`config.mk`:
```
export PLATFORM = sky130hd
export DESIGN_NAME = pwdt_top
export DESIGN_NICKNAME = d
export VERILOG_FILES = /design/src/rtl/pwdt_pkg.sv /design/src/rtl/pwdt_regs.sv /design/src/rtl/pwdt_tick.sv /design/src/rtl/pwdt_top.sv
export SDC_FILE = /design/constraint.sdc
export NUM_CORES = 1
export LEC_CHECK = 0
export ABC_AREA = 1
export BUFFER_PORTS_ARGS = -buffer_cell sky130_fd_sc_hd__buf_2
export CAP_MARGIN = 20
export CORE_MARGIN = 2
export CORE_UTILIZATION = 50
export CTS_CLUSTER_DIAMETER = 50
export DETAILED_ROUTE_END_ITERATION = 10
export GPL_ROUTABILITY_DRIVEN = 0
export HOLD_SLACK_MARGIN = 0.05
export PLACE_DENSITY = 0.72
export SETUP_SLACK_MARGIN = 0.05
export SYNTH_ARGS = -nofsm -noshare
export SYNTH_HDL_FRONTEND = slang
export SYNTH_SLANG_ARGS = --single-unit
```
`constraint.sdc`:
```
create_clock -name mclk -period 1.47 [get_ports mclk]
set_input_delay 0.0735 -clock mclk [delete_from_list [all_inputs] [get_ports mclk]]
set_output_delay 0.0735 -clock mclk [all_outputs]
set_load 0.02 [all_outputs]
```
`src/rtl/pwdt_pkg.sv`:
```
// Package with register map, field layout and timing for the watchdog
package pwdt_pkg;

	// ==========================================================
	// Register offsets
	localparam logic [3:0] ADDR_CONFIG = 4'h0;
	localparam logic [3:0] ADDR_STATUS = 4'h1;
	localparam logic [3:0] ADDR_MASK = 4'h2;
	localparam logic [3:0] ADDR_COUNT = 4'h3;

	// ==========================================================
	// Config field positions
	localparam int CFG_EN_BIT = 0;
	localparam int CFG_CLR_BIT = 1;
	localparam int CFG_PER_LO = 2;
	localparam int CFG_MODE_BIT = 4;
	localparam int CFG_LOCK_BIT = 7;

	// Status field positions
	localparam int ST_RST_BIT = 0;
	localparam int ST_OFF_BIT = 1;

	// ==========================================================
	// Reset values
	localparam logic [1:0] PER_RESET = 2'h3;
	localparam logic MODE_RESET = 1'b0;
	localparam logic [1:0] FLAG_RESET = 2'h0;
	localparam logic [1:0] MASK_RESET = 2'h0;

	// ==========================================================
	// Timing
	localparam longint CLK_HZ = 125000000;
	localparam int TICK_HZ = 1;
	localparam longint TICK_CYCLES_L = CLK_HZ / TICK_HZ;
	localparam int SHORT_TIMEOUT_S = 16;
	localparam int LONG_TIMEOUT_S = 128;
	localparam int TICK_W = 27;
	localparam int SEC_W = 8;

	// ==========================================================
	// Types
	typedef enum logic [1:0]
	{
		PWDT_IDLE = 2'b00,
		PWDT_RUN = 2'b01,
		PWDT_FIRE = 2'b10
	} pwdt_state_e;

	typedef struct packed
	{
		logic enable;
		logic [1:0] period;
		logic mode;
	} pwdt_cfg_s;

	typedef struct packed
	{
		logic reset_req;
		logic off_req;
	} pwdt_req_s;

endpackage : pwdt_pkg

```
`src/rtl/pwdt_regs.sv`:
```
// Interrupt status register with write-one-to-clear, and a plain read/write mask register
`timescale 1ns/1ps
module pwdt_regs
	import pwdt_pkg::*;
(
	input wire logic mclk,
	input wire logic resetn,
	input wire logic [1:0] events,
	input wire logic status_wr,
	input wire logic mask_wr,
	input wire logic [1:0] wdata,
	output logic [1:0] status_reg,
	output logic [1:0] mask_reg,
	output logic irq
);

	// ==========================================================
	// Sticky status, set wins over clear
	always_ff @(posedge mclk)
	begin
		if (!resetn)
			status_reg <= FLAG_RESET;
		else if (status_wr)
			status_reg <= (status_reg & ~wdata) | events;
		else
			status_reg <= status_reg | events;
	end

	// ==========================================================
	// Mask
	always_ff @(posedge mclk)
	begin
		if (!resetn)
			mask_reg <= MASK_RESET;
		else if (mask_wr)
			mask_reg <= wdata;
	end

	assign irq = |(status_reg & mask_reg);

endmodule : pwdt_regs

```
`src/rtl/pwdt_tick.sv`:
```
// Slow timebase divider producing a one-cycle tick enable
`timescale 1ns/1ps
module pwdt_tick
	import pwdt_pkg::*;
#(
	parameter logic [TICK_W-1:0] TICK_DIV = TICK_W'(TICK_CYCLES_L)
)
(
	input wire logic mclk,
	input wire logic resetn,
	input wire logic restart,
	output logic tick
);

	logic [TICK_W-1:0] div_reg;

	// ==========================================================
	// Divider
	always_ff @(posedge mclk)
	begin
		if (!resetn || restart)
			div_reg <= '0;
		else if (div_reg == TICK_DIV - TICK_W'(1))
			div_reg <= '0;
		else
			div_reg <= div_reg + TICK_W'(1);
	end

	assign tick = resetn && !restart && (div_reg == TICK_DIV - TICK_W'(1));

endmodule : pwdt_tick

```
`src/rtl/pwdt_top.sv`:
```
// Watchdog timer core with register port and expiry requests
//
// The implementer's own choices: the strobed register port and the address map.
`timescale 1ns/1ps

// How it works
// On expiry, request shutdown and return configuration to defaults.
// Counting runs only while enable is one; disabled never expires.
// Two-bit period field selects four timeouts from 16 s to 128 s.
// Period field resets to the 128 s setting.
// Host clears before timeout; each clear restarts count from zero.
// Lock bit is read-only and fixed at manufacture.
// Lock 0, default 0: reset disabled, writes enable and disable.
// Lock 0, default 1: reset enabled, writes disable and re-enable.
// Lock 1, default 0: enable accepted, disable ignored, reset only clears. Expiry also clears enable, since it restores EN_OTP.
// Lock 1, default 1: enabled from reset, nothing disables it.
// Mode 1 at expiry sets reset flag and requests cold reset.
// Mode 0 at expiry sets off flag and requests power-off.
// Period codes 0..3 give 16, 32, 64, 128 s on slow tick.
// Clear bit self-clears and always reads back zero.
module pwdt_top
	import pwdt_pkg::*;
#(
	parameter logic LOCK_OTP = 1'b0,
	parameter logic EN_OTP = 1'b0,
	parameter logic [TICK_W-1:0] TICK_DIV = TICK_W'(TICK_CYCLES_L)
)
(
	input wire logic mclk,
	input wire logic resetn,
	input wire logic [3:0] addr,
	input wire logic [7:0] wdata,
	input wire logic wr_stb,
	input wire logic rd_stb,
	output logic [7:0] rdata,
	output pwdt_req_s expiry_req,
	output logic irq
);

	pwdt_cfg_s cfg_reg;
	pwdt_state_e state_reg;
	logic [SEC_W-1:0] sec_reg;
	logic [SEC_W-1:0] limit;
	logic tick;
	logic clear_hit;
	logic expire;
	logic cfg_wr;
	logic [1:0] status_q;
	logic [1:0] mask_q;
	logic [1:0] events;
	logic en_wr_val;

	// ==========================================================
	// Register decode
	assign cfg_wr = wr_stb && (addr == ADDR_CONFIG);
	assign clear_hit = cfg_wr && wdata[CFG_CLR_BIT];
	assign en_wr_val = wdata[CFG_EN_BIT];

	// ==========================================================
	// Timeout limit per period code
	always_comb
	begin
		case (cfg_reg.period)
			2'h0: limit = SEC_W'(SHORT_TIMEOUT_S);
			2'h1: limit = SEC_W'(SHORT_TIMEOUT_S * 2);
			2'h2: limit = SEC_W'(SHORT_TIMEOUT_S * 4);
			default: limit = SEC_W'(LONG_TIMEOUT_S);
		endcase
	end

	// ==========================================================
	// Timebase
	pwdt_tick #(
		.TICK_DIV(TICK_DIV)
	) u_tick (
		.mclk(mclk),
		.resetn(resetn),
		.restart(clear_hit || state_reg != PWDT_RUN),
		.tick(tick)
	);

	assign expire = (state_reg == PWDT_RUN) && tick &&
		(sec_reg == limit - SEC_W'(1));

	// ==========================================================
	// Configuration register
	always_ff @(posedge mclk)
	begin
		if (!resetn || state_reg == PWDT_FIRE)
		begin
			cfg_reg.enable <= EN_OTP;
			cfg_reg.period <= PER_RESET;
			cfg_reg.mode <= MODE_RESET;
		end
		else if (cfg_wr)
		begin
			cfg_reg.period <= wdata[CFG_PER_LO +: 2];
			cfg_reg.mode <= wdata[CFG_MODE_BIT];
			if (!LOCK_OTP)
				cfg_reg.enable <= en_wr_val;
			else if (en_wr_val)
				cfg_reg.enable <= 1'b1;
		end
	end

	// ==========================================================
	// Watchdog state machine
	always_ff @(posedge mclk)
	begin
		if (!resetn)
			state_reg <= PWDT_IDLE;
		else
		begin
			case (state_reg)
				PWDT_IDLE:
					if (cfg_reg.enable)
						state_reg <= PWDT_RUN;
				PWDT_RUN:
					if (!cfg_reg.enable)
						state_reg <= PWDT_IDLE;
					else if (expire && !clear_hit)
						state_reg <= PWDT_FIRE;
				PWDT_FIRE:
					state_reg <= PWDT_IDLE;
				default:
					state_reg <= PWDT_IDLE;
			endcase
		end
	end

	// ==========================================================
	// Seconds counter
	always_ff @(posedge mclk)
	begin
		if (!resetn || clear_hit || state_reg != PWDT_RUN)
			sec_reg <= '0;
		else if (tick)
			sec_reg <= sec_reg + SEC_W'(1);
	end

	// ==========================================================
	// Expiry requests
	always_ff @(posedge mclk)
	begin
		if (!resetn)
			expiry_req <= '0;
		else
		begin
			expiry_req.reset_req <= expire && !clear_hit &&
				cfg_reg.enable && cfg_reg.mode;
			expiry_req.off_req <= expire && !clear_hit &&
				cfg_reg.enable && !cfg_reg.mode;
		end
	end

	assign events[ST_RST_BIT] = expiry_req.reset_req;
	assign events[ST_OFF_BIT] = expiry_req.off_req;

	// ==========================================================
	// Status and interrupt
	pwdt_regs u_regs (
		.mclk(mclk),
		.resetn(resetn),
		.events(events),
		.status_wr(wr_stb && addr == ADDR_STATUS),
		.mask_wr(wr_stb && addr == ADDR_MASK),
		.wdata(wdata[1:0]),
		.status_reg(status_q),
		.mask_reg(mask_q),
		.irq(irq)
	);

	// ==========================================================
	// Read data
	always_ff @(posedge mclk)
	begin
		if (!resetn)
			rdata <= 8'h00;
		else if (rd_stb)
		begin
			case (addr)
				ADDR_CONFIG:
					rdata <= {LOCK_OTP, 2'h0, cfg_reg.mode,
						cfg_reg.period, 1'b0, cfg_reg.enable};
				ADDR_STATUS:
					rdata <= {6'h00, status_q};
				ADDR_MASK:
					rdata <= {6'h00, mask_q};
				ADDR_COUNT:
					rdata <= sec_reg;
				default:
					rdata <= 8'h00;
			endcase
		end
		else
			rdata <= 8'h00;
	end

	// ==========================================================
	// Checks
	AST_DISABLED_NO_EXPIRY: assert property (@(posedge mclk) disable iff (!resetn)
		!cfg_reg.enable |=> !expiry_req.reset_req && !expiry_req.off_req)
		else $error("expiry while disabled");

	AST_PERIOD_RESET: assert property (@(posedge mclk)
		$rose(resetn) |-> cfg_reg.period == 2'h3)
		else $error("period not at longest after reset");

	AST_CLEAR_RESTARTS: assert property (@(posedge mclk) disable iff (!resetn)
		clear_hit |=> sec_reg == '0)
		else $error("clear did not restart count");

	AST_DEFAULTS_ON_EXPIRY: assert property (@(posedge mclk)
		disable iff (!resetn)
		state_reg == PWDT_FIRE |=> cfg_reg.period == PER_RESET &&
		cfg_reg.enable == EN_OTP)
		else $error("config not restored after expiry");

	AST_LOCK_HOLDS: assert property (@(posedge mclk) disable iff (!resetn)
		LOCK_OTP && cfg_reg.enable && state_reg != PWDT_FIRE |=>
		cfg_reg.enable)
		else $error("locked enable cleared");

	AST_UNLOCKED_DISABLE: assert property (@(posedge mclk)
		disable iff (!resetn)
		!LOCK_OTP && cfg_wr && !en_wr_val |=> !cfg_reg.enable)
		else $error("unlocked disable write ignored");

	AST_RESET_REQ: assert property (@(posedge mclk) disable iff (!resetn)
		expiry_req.reset_req |=> status_q[ST_RST_BIT])
		else $error("reset flag not set");

	AST_OFF_REQ: assert property (@(posedge mclk) disable iff (!resetn)
		expiry_req.off_req |=> status_q[ST_OFF_BIT] &&
		state_reg == PWDT_IDLE)
		else $error("off flag not set");

	AST_CLEAR_READS_ZERO: assert property (@(posedge mclk)
		disable iff (!resetn)
		rd_stb && addr == ADDR_CONFIG |=> !rdata[CFG_CLR_BIT])
		else $error("clear bit read back one");

	AST_EXPIRY_TIME: assert property (@(posedge mclk) disable iff (!resetn)
		expire |-> sec_reg == limit - SEC_W'(1))
		else $error("expiry at wrong second");

	COV_EXPIRE_RESET: cover property (@(posedge mclk) expiry_req.reset_req);
	COV_EXPIRE_OFF: cover property (@(posedge mclk) expiry_req.off_req);
	COV_CLEAR_RUN: cover property (@(posedge mclk)
		clear_hit && state_reg == PWDT_RUN);
	COV_IRQ: cover property (@(posedge mclk) irq);

endmodule : pwdt_top

```
# After elaboration in Yosys (flattened, before gate mapping)
# Cells that the tools add are included.
dict set report word_totals {
  register_bits 55
  in_bits 16
  out_inout_bits 11
  elab_cells 66
}
dict set report classes {
  add_sub_neg 3
  n_eq_ne 12
  muxes 7
  n_bitwise 5
  n_reduce_logical 28
}
# operator count
set op_table {}
lappend op_table {{8-bit case mux with 4 select lines} 1}
lappend op_table {{27-bit by 1-bit adder with 27-bit output, second input constant} 1}
lappend op_table {{27-bit == test, second input constant} 1}
lappend op_table {{8-bit case mux with 3 select lines} 1}
lappend op_table {{1-bit logical AND} 12}
lappend op_table {{8-bit by 1-bit adder with 8-bit output, second input constant} 1}
lappend op_table {{4-bit by 2-bit == test with 1-bit output, second input constant} 2}
lappend op_table {{8-bit == test} 1}
lappend op_table {{2-bit two-way mux} 4}
lappend op_table {{8-bit by 1-bit subtractor with 8-bit output, second input constant} 1}
lappend op_table {{1-bit logical OR} 5}
lappend op_table {{2-bit bitwise AND} 2}
lappend op_table {{2-bit by 1-bit == test with 1-bit output, second input constant} 2}
lappend op_table {{2-bit == test, second input constant} 2}
lappend op_table {{4-bit by 1-bit == test with 1-bit output, second input constant} 1}
lappend op_table {{1-bit logical NOT} 4}
lappend op_table {{2-bit logical NOT} 2}
lappend op_table {{4-bit logical NOT} 1}
lappend op_table {{2-bit OR} 2}
lappend op_table {{2-bit case mux with 2 select lines} 1}
lappend op_table {{2-bit AND reduction} 2}
lappend op_table {{2-bit OR reduction} 2}
lappend op_table {{3-bit by 2-bit inequality test with 1-bit output, second input constant} 1}
lappend op_table {{2-bit by 1-bit inequality test with 1-bit output, second input constant} 1}
lappend op_table {{other kinds (2)} 2}

# Depth between registers and ports, before layout
# Gate-level depths: netlist of run 1.
dict set report logic_depth {
  word_depth 13
  ltp_mapped 11
  mapped_depth_nobuf 10
}

# Hierarchy
# A second synthesis of run 1 with hierarchy kept.
dict set report hier_totals {
  hier_cells 427
  hier_area_um2 2820.2
}
# module n_inst cells_per_inst area_per_inst_um2 seq_area_each_um2
set by_module_without_submodules {}
lappend by_module_without_submodules {pwdt_tick 1 249 1560.2 540.5}
lappend by_module_without_submodules {pwdt_top 1 155 1103.6 480.5}
lappend by_module_without_submodules {pwdt_regs 1 23 156.4 80.1}

# Least setup slack after synthesis of run 1
# No wires, ideal clock.
dict set report synth_path {
  kind {register to register}
  startpoint {register u_tick.div_reg[0]}
  endpoint {register u_tick.div_reg[14]}
  setup_time_ns 0.115
  t_arrival_ns 1.499
  t_required_ns 1.355
  slack_ns -0.143
  path_stages_with_launch 11
  n_path_buf 2
  period_less_slack_ns 1.613
  path_cell_list {dfxtp_1 ha_1 nand3_4 nor2_4 nand2_2 clkinv_2 nand3b_4 nand2_2 buf_6 buf_12 a21oi_2}
}
dict set report synth_via {
  elab_chain_len 2
  elab_cells_between_ends 3
  cone_classes {add/sub: 1; eq/ne: 1; reduce/logical: 1}
}
# element line
set synth_lines {}
lappend synth_lines {{start: declaration} pwdt_tick.sv:15} ;# logic [TICK_W-1:0] div_reg;
lappend synth_lines {{start signal: assignment} pwdt_tick.sv:26} ;# div_reg <= div_reg + TICK_W'(1);
lappend synth_lines {{branches (longest 2 deep; another with 27-bit by 1-bit adder with 27-bit output)} n/a}
# Several ways; the timed one is not identified.
# A chain may end at the register's enable or synchronous reset.

# Worst setup path after layout of run 1
dict set report layout_path {
  startpoint {register u_tick.div_reg[1]}
  endpoint {register sec_reg[2]}
}
dict set report layout_via {
  elab_chain_len 2
}
# element line
set layout_lines {}
lappend layout_lines {{27-bit == test} pwdt_tick.sv:29} ;# assign tick = resetn && !restart && (div_reg == TICK_DIV - TICK_W'(1));
lappend layout_lines {{1-bit logical AND} pwdt_tick.sv:29}
lappend layout_lines {{end signal: assignment} pwdt_top.sv:138} ;# sec_reg <= sec_reg + SEC_W'(1);
lappend layout_lines {{end: declaration} pwdt_top.sv:42} ;# logic [SEC_W-1:0] sec_reg;
# Every way passes these cells.

==> reports/metrics.csv, run 1 <==
metric;value;unit
power_leakage;1.59;nW
dpl.hpwl;5.59;mm
die_h;81.1;um
hold_class;in2reg;
crit_path_max_fanout;5;
grt_max_degree;20;
final.setup.tns;-0.00451;ns
outcome;complete, but fails checks;
setup_ws;-0.00451;ns
period_share;100;%
pre_cts_ws;-0.0123;ns
maxCapViolations;0;
clkSinkCount;55;
firstDrtPassIters;6;
post_dp_cell_area;3470;um2
drt_iter0_drc;214;
grt-ovfl-total;0;
place_inst;580;
setup.worst_path.class;reg2reg;
cts_root_buffer;clkbuf_8;
vias;3222;
cts_tree;done;
worst_pin_slew;0.316;ns
area_growth;35.0;%
numCtsBuffers;5;
worstSetupEndpointType;flop;
slowest_delay;0.38;ns
num_io_pins;27;
clock_latency;0.32;ns
postLayoutCoreUtil;69.0;%
routedWlPerCell;13.8;um
hold_start;wdata[0];
htreeDepth;2;
required;1.70;ns
initial_core_util;51.1;%
clock_skew;0.0105;ns
io_buffers;23;
crit_slowest_cell;dfxtp_4;
rsz0062_at_grt;true;
p_total;2.47;mW
critPathLaunch;u_tick.div_reg[1];
min_period;1.47;ns
critPathArrivalTime;1.70;ns
antenna_left;0;
yosysSeqAreaShare;37.1;%
maxSlewViolCount;0;
clk_pin_slew;0.11;ns
setup_viol;1;
route.detailed.drc;0;
row_count;28;
hold_ws;0.0646;ns
antenna_found_initial;0;
path_cells;ha_4 > nand3_4 > nor2_4 > nand2_4 > inv_4 > nand3b_4 > nand2_8 > buf_6 > nand2_2 > nand2_1 > inv_1;
fin_cells;606;
drive_gt1_share;33.5;%
stdcell_area;4010;um2
grt_pass1_wl;12.7;mm
yosysUniqueCellTypes;33;
die_w;81.1;um
synth_area_per_cell;6.63;um2
syn_nets;466;
routed_via_density;5.32;
synthCells;448;
worstReg2RegStart;u_tick.div_reg[1];
p_per_area;616;nW/um2
largest_register_ff_count;27;
ir_drop;0.604;mV
ys_ff_latch;55;
hold_viol_final;0;
n_antenna_cell;0;
mostFrequentLayoutCells;nand2_1 (108), inv_1 (59), buf_4 (47), nor2_1 (46), dfxtp_1 (39);
ctsLongestPathBuffers;2;
nNetsFinal;548;
grt_pass1_vias;2806;
grtUsageTotal;24.6;%
final_common_cell;nand2_1;
die_area;6570;um2
critPathLaunchType;flop;
worst_slew_margin_rel;78.9;%
synth_area;2970;um2
fmax;678;MHz
wl;8.36;mm
ys_warn_count;0;
violations;setup timing;
fp.coreArea;5820;um2
## repair_timing
action                     in CTS  in global routing
pin swaps                      11                 15
hold endpoints to repair        6                  0
gates cloned                    1                  1
setup endpoints to repair      37                 39
hold buffers                    5                  0
setup buffers                   5                  6
gates resized for setup        22                 63
## report_power, final
group          internal (mW)  total (mW)  switching (mW)  leakage (nW)
Clock                  0.352       0.891           0.539        0.0491
Combinational         0.0381      0.0889          0.0509          1.09
Sequential              1.49        1.49         0.00357         0.452
Total                   1.88        2.47           0.593          1.59
## routing by layer
layer  part of all wire [%]  wire [um]  global-route usage [%]
met5                      0          0                       0
met4                    1.9        162                    6.78
met3                    5.6        469                    4.00
met2                     49       4070                    39.3
met1                     44       3660                    34.3
## critical path, delay by kind of cell, from the launching register on
kind | cells | cell delay (ns)
AND/OR/NAND/NOR | 7 | 0.64
adder cells (fa/ha/maj) | 1 | 0.15
flip-flops | 1 | 0.38
buffers and inverters | 3 | 0.20
## synth_stat cells
library cell  number  area share, %
xnor2_1            3           0.88
buf_12             1           0.67
nand4_1           15            3.2
o31ai_1            1           0.25
clkinv_2           1           0.17
ha_1               2           0.84
clkbuf_1           1           0.13
nand2_2            2           0.42
a21oi_2           10            2.9
nand3_4            1           0.59
nor2_1            67            8.5
nand3_2            2           0.67
nor2_2             2           0.42
o211ai_1           1           0.25
a21oi_1           24            4.0
nor2_4             2           0.76
nand3b_1           4            1.0
xor2_1             6            1.8
buf_6              1           0.38
o22ai_1            2           0.42
nand3b_4           1           0.67
o21ai_0           12            2.0
nor3_2             1           0.34
or2_2              2           0.42
nor3_1            11            1.9
inv_1             61            7.7
nand2_1          116             15
buf_2              2           0.34
dfxtp_1           55             37
buf_4              1           0.25
nand3_1           34            5.7
inv_2              3           0.38
o221ai_1           1           0.29
## layout make-up
cell class	instances	area [um2]
fill	500	1800
clock buffer	5	68.8
tap	75	93.8
multi-input combinational	322	1810
sequential	55	1130
clock inverter	3	26.3
inverter	65	246
timing repair buffer	81	637
## worst paths after layout
kind | to | slack, ns | cells after the start
hold / removal | cfg_reg[3] | 0.06 | 3
hold reg to reg | u_regs.status_reg[0] | 0.46 | 2
setup reg to reg | sec_reg[2] | -0.005 | 11
setup / recovery | sec_reg[2] | -0.005 | 11
## cell families (layout without fill, tap and decap cells)
logic type | after synthesis | in the layout | synth area share (%)
AO/OA/AOI/OAI | 51 | 51 | 10.2
XOR/XNOR | 9 | 9 | 2.65
adder cells (fa/ha/maj) | 2 | 2 | 0.842
buffers and inverters | 71 | 154 | 10.0
flip-flops | 55 | 55 | 37.1
AND/OR/NAND/NOR | 260 | 260 | 39.2
Note: power is estimated with default switching activity, not from simulation.
==> run 2, diff against run 1 <==
--- a/config.mk
+++ b/config.mk
@@ -13,7 +13,7 @@
 export CTS_CLUSTER_DIAMETER = 50
 export DETAILED_ROUTE_END_ITERATION = 10
 export GPL_ROUTABILITY_DRIVEN = 0
-export HOLD_SLACK_MARGIN = 0.05
+export HOLD_SLACK_MARGIN = 0.1
 export PLACE_DENSITY = 0.72
 export SETUP_SLACK_MARGIN = 0.05
 export SYNTH_ARGS = -nofsm -noshare
==> reports/metrics.csv, run 2 (synthesis results as in run 1) <==
metric;value;unit;change
initial_core_util;51.1;%;unchanged
critPathLaunchType;flop;;
critPathArrivalTime;1.70;ns;about the same
pre_cts_ws;-0.0123;ns;unchanged
largest_register_ff_count;27;;unchanged
area_growth;36.1;%;
die_w;81.1;um;unchanged
drive_gt1_share;33.5;%;about the same
hold_ws;0.141;ns;+0.0762 ns
antenna_found_initial;0;;unchanged
antenna_left;0;;unchanged
final_common_cell;nand2_1;;
worst_slew_margin_rel;79.1;%;+0.23 points
min_period;1.47;ns;+0.000368 ns
clkPwrFrac;36.3;%;+0.3 points
clock_skew;0.0139;ns;+0.00342 ns
seqPwrFrac;59.8;%;-0.6 points
grt_max_degree;20;;unchanged
fp.coreArea;5820;um2;unchanged
nNetsFinal;551;;+0.55%
route.detailed.drc;0;;unchanged
required;1.70;ns;about the same
clk_pin_slew;0.12;ns;about the same
setup_viol;1;;unchanged
power_leakage;1.60;nW;+0.78%
die_h;81.1;um;unchanged
htreeDepth;2;;unchanged
clkSinkCount;55;;unchanged
vias;3234;;+0.37%
worst_pin_slew;0.313;ns;-0.00349 ns
maxCapViolations;0;;unchanged
routed_via_density;5.31;;-0.12%
p_per_area;617;nW/um2;+0.14%
grt_pass1_wl;12.8;mm;+0.87%
numCtsBuffers;5;;unchanged
period_share;100;%;about the same
multi_input_area;1810;um2;+0.14%
crit_path_max_fanout;5;;unchanged
firstDrtPassIters;5;;-1
setup.worst_path.class;reg2reg;;
maxSlewViolCount;0;;unchanged
dpl.hpwl;5.59;mm;unchanged
io_buffers;23;;unchanged
setup_ws;-0.00487;ns;-0.000368 ns
n_antenna_cell;0;;unchanged
fmax;678;MHz;about the same
routedWlPerCell;13.8;um;+0.29%
grtUsageTotal;24.8;%;+0.19 points
grt-ovfl-total;0;;unchanged
hold_viol_final;0;;unchanged
swShare;24.5;%;+0.47 points
cts_root_buffer;clkbuf_8;;
grt_pass1_vias;2824;;+0.64%
cts_tree;done;;
row_count;28;;unchanged
ir_drop;0.616;mV;+2.1%
drt_iter0_drc;225;;+5.1%
switchingPower;0.610;mW;+2.9%
clock_latency;0.32;ns;about the same
worstSetupEndpointType;flop;;
violations;setup timing;;
comb_power_share;3.9;%;+0.3 points
wl;8.42;mm;+0.79%
internal_power;1.88;mW;+0.33%
fillers;494;;-1.2%
die_area;6570;um2;unchanged
ctsLongestPathBuffers;2;;unchanged
regArea;1130;um2;unchanged
num_io_pins;27;;unchanged
mostFrequentLayoutCells;nand2_1 (108), inv_1 (59), buf_4 (47), nor2_1 (45), dfxtp_1 (39);;
outcome;complete, but fails checks;;
hold_class;in2reg;;
rsz0062_at_grt;true;;
[run 2: final timing paths]
kind	slack (ns)	depth (start not counted)	to	startpoint
max	-0.005	11	sec_reg[2]	u_tick.div_reg[1]
min	0.14	4	rdata[2]	addr[0]
max reg2reg	-0.005	11	sec_reg[2]	u_tick.div_reg[1]
min reg2reg	0.46	2	u_regs.status_reg[0]	expiry_req[1]
[run 2: power groups by stage]
| stage | combinational [mW] | clock [mW] | sequential [mW] |
|---|---|---|---|
| finish | 0.0967 | 0.906 | 1.49 |
| detailed placement | 0.0712 | 0 | 1.53 |
| floorplan | 0.0353 | 0 | 1.53 |
| global placement | 0.0698 | 0 | 1.53 |
| global route | 0.107 | 0.973 | 1.49 |
| CTS | 0.0907 | 0.917 | 1.49 |
[run 2: layer usage]
metal  GRT usage [%]  vias to the layer above  share of wire [%]
li1                -                     1605                  -
met1            34.5                     1512                 44
met2            39.8                      100                 50
met3            4.00                       17                4.8
met4            6.78                        0                1.9
met5               0                        -                  0
[run 2: through the flow]
step                std cells  total power, mW  util, %  cell area, um2  setup TNS, ns
global route              609             2.57     69.5            4040         -0.605
CTS                       602             2.50     64.9            3770              0
floorplan                 448             1.57        -            2990         -0.109
finish                    609             2.49     69.5            4040       -0.00487
detailed placement        580             1.60     59.7            3470        -0.0123
global placement          580             1.60     59.7            3470              0
[run 2: area by class of cell]
type	count	area share, %
clock buffer	5	1.70
clock inverter	3	0.650
inverter	65	6.10
sequential	55	27.9
timing repair buffer	84	16.5
tap	75	2.32
multi-input combinational	322	44.8
[run 2: repair_timing]
action | in CTS | in global routing
endpoints found under the setup margin | 37 | 40
buffers inserted | 5 | 6
hold buffers | 8 | 0
gates resized for setup | 22 | 64
endpoints found under the hold margin | 9 | 0
gates cloned | 1 | 1
pin swaps | 11 | 15
[run 2: worst max-delay path, stage by stage (launching register included)]
cell and delay [ns]:
dfxtp_4 0.38, ha_4 0.15, nand3_4 0.11, nor2_4 0.13, nand2_4 0.07, inv_4 0.06, nand3b_4 0.10, nand2_8 0.13
buf_6 0.11, nand2_2 0.04, nand2_1 0.07, inv_1 0.03
==> run 3, diff against run 2 <==
==> constraint.sdc (replaced) <==
create_clock -name mclk -period 1.47 [get_ports mclk]
set_input_delay 0.294 -clock mclk [delete_from_list [all_inputs] [get_ports mclk]]
set_output_delay 0.294 -clock mclk [all_outputs]
set_load 0.02 [all_outputs]
==> reports/metrics.csv, run 3 (synthesis results as in run 1) <==
metric;value;unit;change
outcome;complete, no violations;;
clk_pin_slew;0.11;ns;about the same
routed_via_density;5.29;;-0.38%
largest_register_ff_count;27;;unchanged
regArea;1130;um2;-0.22%
worst_pin_slew;0.337;ns;+0.0241 ns
maxCapViolations;0;;unchanged
nNetsFinal;542;;-1.6%
cts_root_buffer;clkbuf_8;;
ctsLongestPathBuffers;2;;unchanged
setup.worst_path.class;reg2reg;;
grt-ovfl-total;0;;unchanged
route.detailed.drc;0;;unchanged
required;1.74;ns;+0.04 ns
maxSlewViolCount;0;;unchanged
cts_tree;done;;
power_leakage;1.51;nW;-5.5%
antenna_found_initial;0;;unchanged
worst_slew_margin_rel;77.5;%;-1.6 points
crit_path_max_fanout;5;;unchanged
fmax;690;MHz;+1.8%
postCtsHoldBufs;0;;-8
final.setup.tns;0;ns;+0.00487 ns
grt_pass1_vias;2845;;+0.74%
vias;3174;;-1.9%
worstSetupEndpointType;flop;;
min_period;1.45;ns;-0.0261 ns
die_w;81.1;um;unchanged
rsz0062_at_grt;true;;
critPathArrivalTime;1.72;ns;+0.02 ns
firstDrtPassIters;6;;+1
n_antenna_cell;0;;unchanged
grt_max_degree;19;;-5.0%
initial_core_util;51.1;%;unchanged
clkSinkCount;55;;unchanged
htreeDepth;2;;unchanged
critPathLaunchType;flop;;
ir_drop;0.539;mV;-12%
wl;7.79;mm;-7.5%
hold_viol_final;0;;unchanged
row_count;28;;unchanged
fp.coreArea;5820;um2;unchanged
area_growth;33.0;%;
dpl.hpwl;5.68;mm;+1.5%
drive_gt1_share;33.7;%;+0.19 points
setup_viol;0;;-1
hold_class;in2reg;;
die_h;81.1;um;unchanged
antenna_left;0;;unchanged
clock_latency;0.32;ns;about the same
numCtsBuffers;5;;unchanged
fillers;496;;+0.40%
stdcell_area;3950;um2;-2.3%
num_io_pins;27;;unchanged
io_buffers;23;;unchanged
clock_skew;0.0118;ns;-0.00214 ns
final_common_cell;nand2_1;;
grt_pass1_wl;12.4;mm;-3.4%
post_dp_cell_area;3530;um2;+1.7%
p_per_area;669;nW/um2;+8.4%
grtUsageTotal;24.1;%;-0.69 points
multi_input_area;1820;um2;+0.14%
drt_iter0_drc;322;;+43%
die_area;6570;um2;unchanged
period_share;98.6;%;-1.8 points
routedWlPerCell;13.0;um;-6.1%
hold_ws;0.180;ns;+0.0392 ns
mostFrequentLayoutCells;nand2_1 (111), inv_1 (58), buf_4 (48), nor2_1 (46), dfxtp_1 (39);;
## run 3: cell types whose count changed in the layout (fill, tap and decap cells not counted), moves of 3 or more
| cell | change |
|---|---|
| dlygate4sd3_1 | -8 |
| nand2_1 | +3 |
| nand3_2 | +4 |
| nand3_1 | -4 |
| nor2_2 | -3 |
## run 3: power breakdown
part           total [mW]  switching [mW]  internal (mW)
combinational      0.0833          0.0485         0.0348
sequential           1.49         0.00371           1.49
clock                1.07           0.548          0.517
## run 3: worst paths after layout
| kind | start | endpoint | slack [ns] | depth (start not counted) |
|---|---|---|---|---|
| min | wdata[3] | cfg_reg[2] | 0.18 | 3 |
| max reg2reg | u_tick.div_reg[12] | sec_reg[5] | 0.02 | 10 |
| min reg2reg | expiry_req[1] | u_regs.status_reg[0] | 0.46 | 2 |
| max | u_tick.div_reg[12] | sec_reg[5] | 0.02 | 10 |
## run 3: final cells by class
type                       count  share of cell area [%]
clock buffer                   5                    1.74
timing repair buffer          75                    13.8
multi-input combinational    322                    46.0
inverter                      65                    6.37
clock inverter                 3                    1.20
tap                           75                    2.38
sequential                    55                    28.5
## run 3: timing repair
action / 4_1_cts / 5_1_grt
gates resized for setup: 19 / 65
setup endpoints to repair: 37 / 39
setup buffers: 3 / 3
pin swaps: 8 / 21
## run 3: worst max-delay path, cell delays in order, from the launching register on
cell     delay (ns)
dfxtp_2        0.37
buf_4          0.12
inv_1          0.05
nor2_1         0.10
nand2_1        0.07
nor2_1         0.14
nand2_1        0.08
nor2_1         0.11
buf_4          0.16
nand3_2        0.07
a21oi_2        0.13
## run 3: metrics by stage
stage | setup slack, ns | cells | utilization [%] | power (mW)
floorplan | -0.0113 | 448 | - | 1.57
global placement | -0.0139 | 586 | 60.6 | 1.61
global route | -0.0583 | 600 | 67.9 | 2.72
finish | 0.0212 | 600 | 67.9 | 2.64
CTS | 0.0504 | 597 | 64.0 | 2.65
detailed placement | -0.0279 | 586 | 60.6 | 1.61
## run 3: metal layers
layer / vias to the layer above / track usage [%] / routed length (um)
li1: 1588 / - / -
met1: 1446 / 32.5 / 3470
met2: 117 / 38.8 / 3660
met3: 23 / 4.00 / 454
met4: 0 / 8.98 / 206
met5: - / 0 / 0
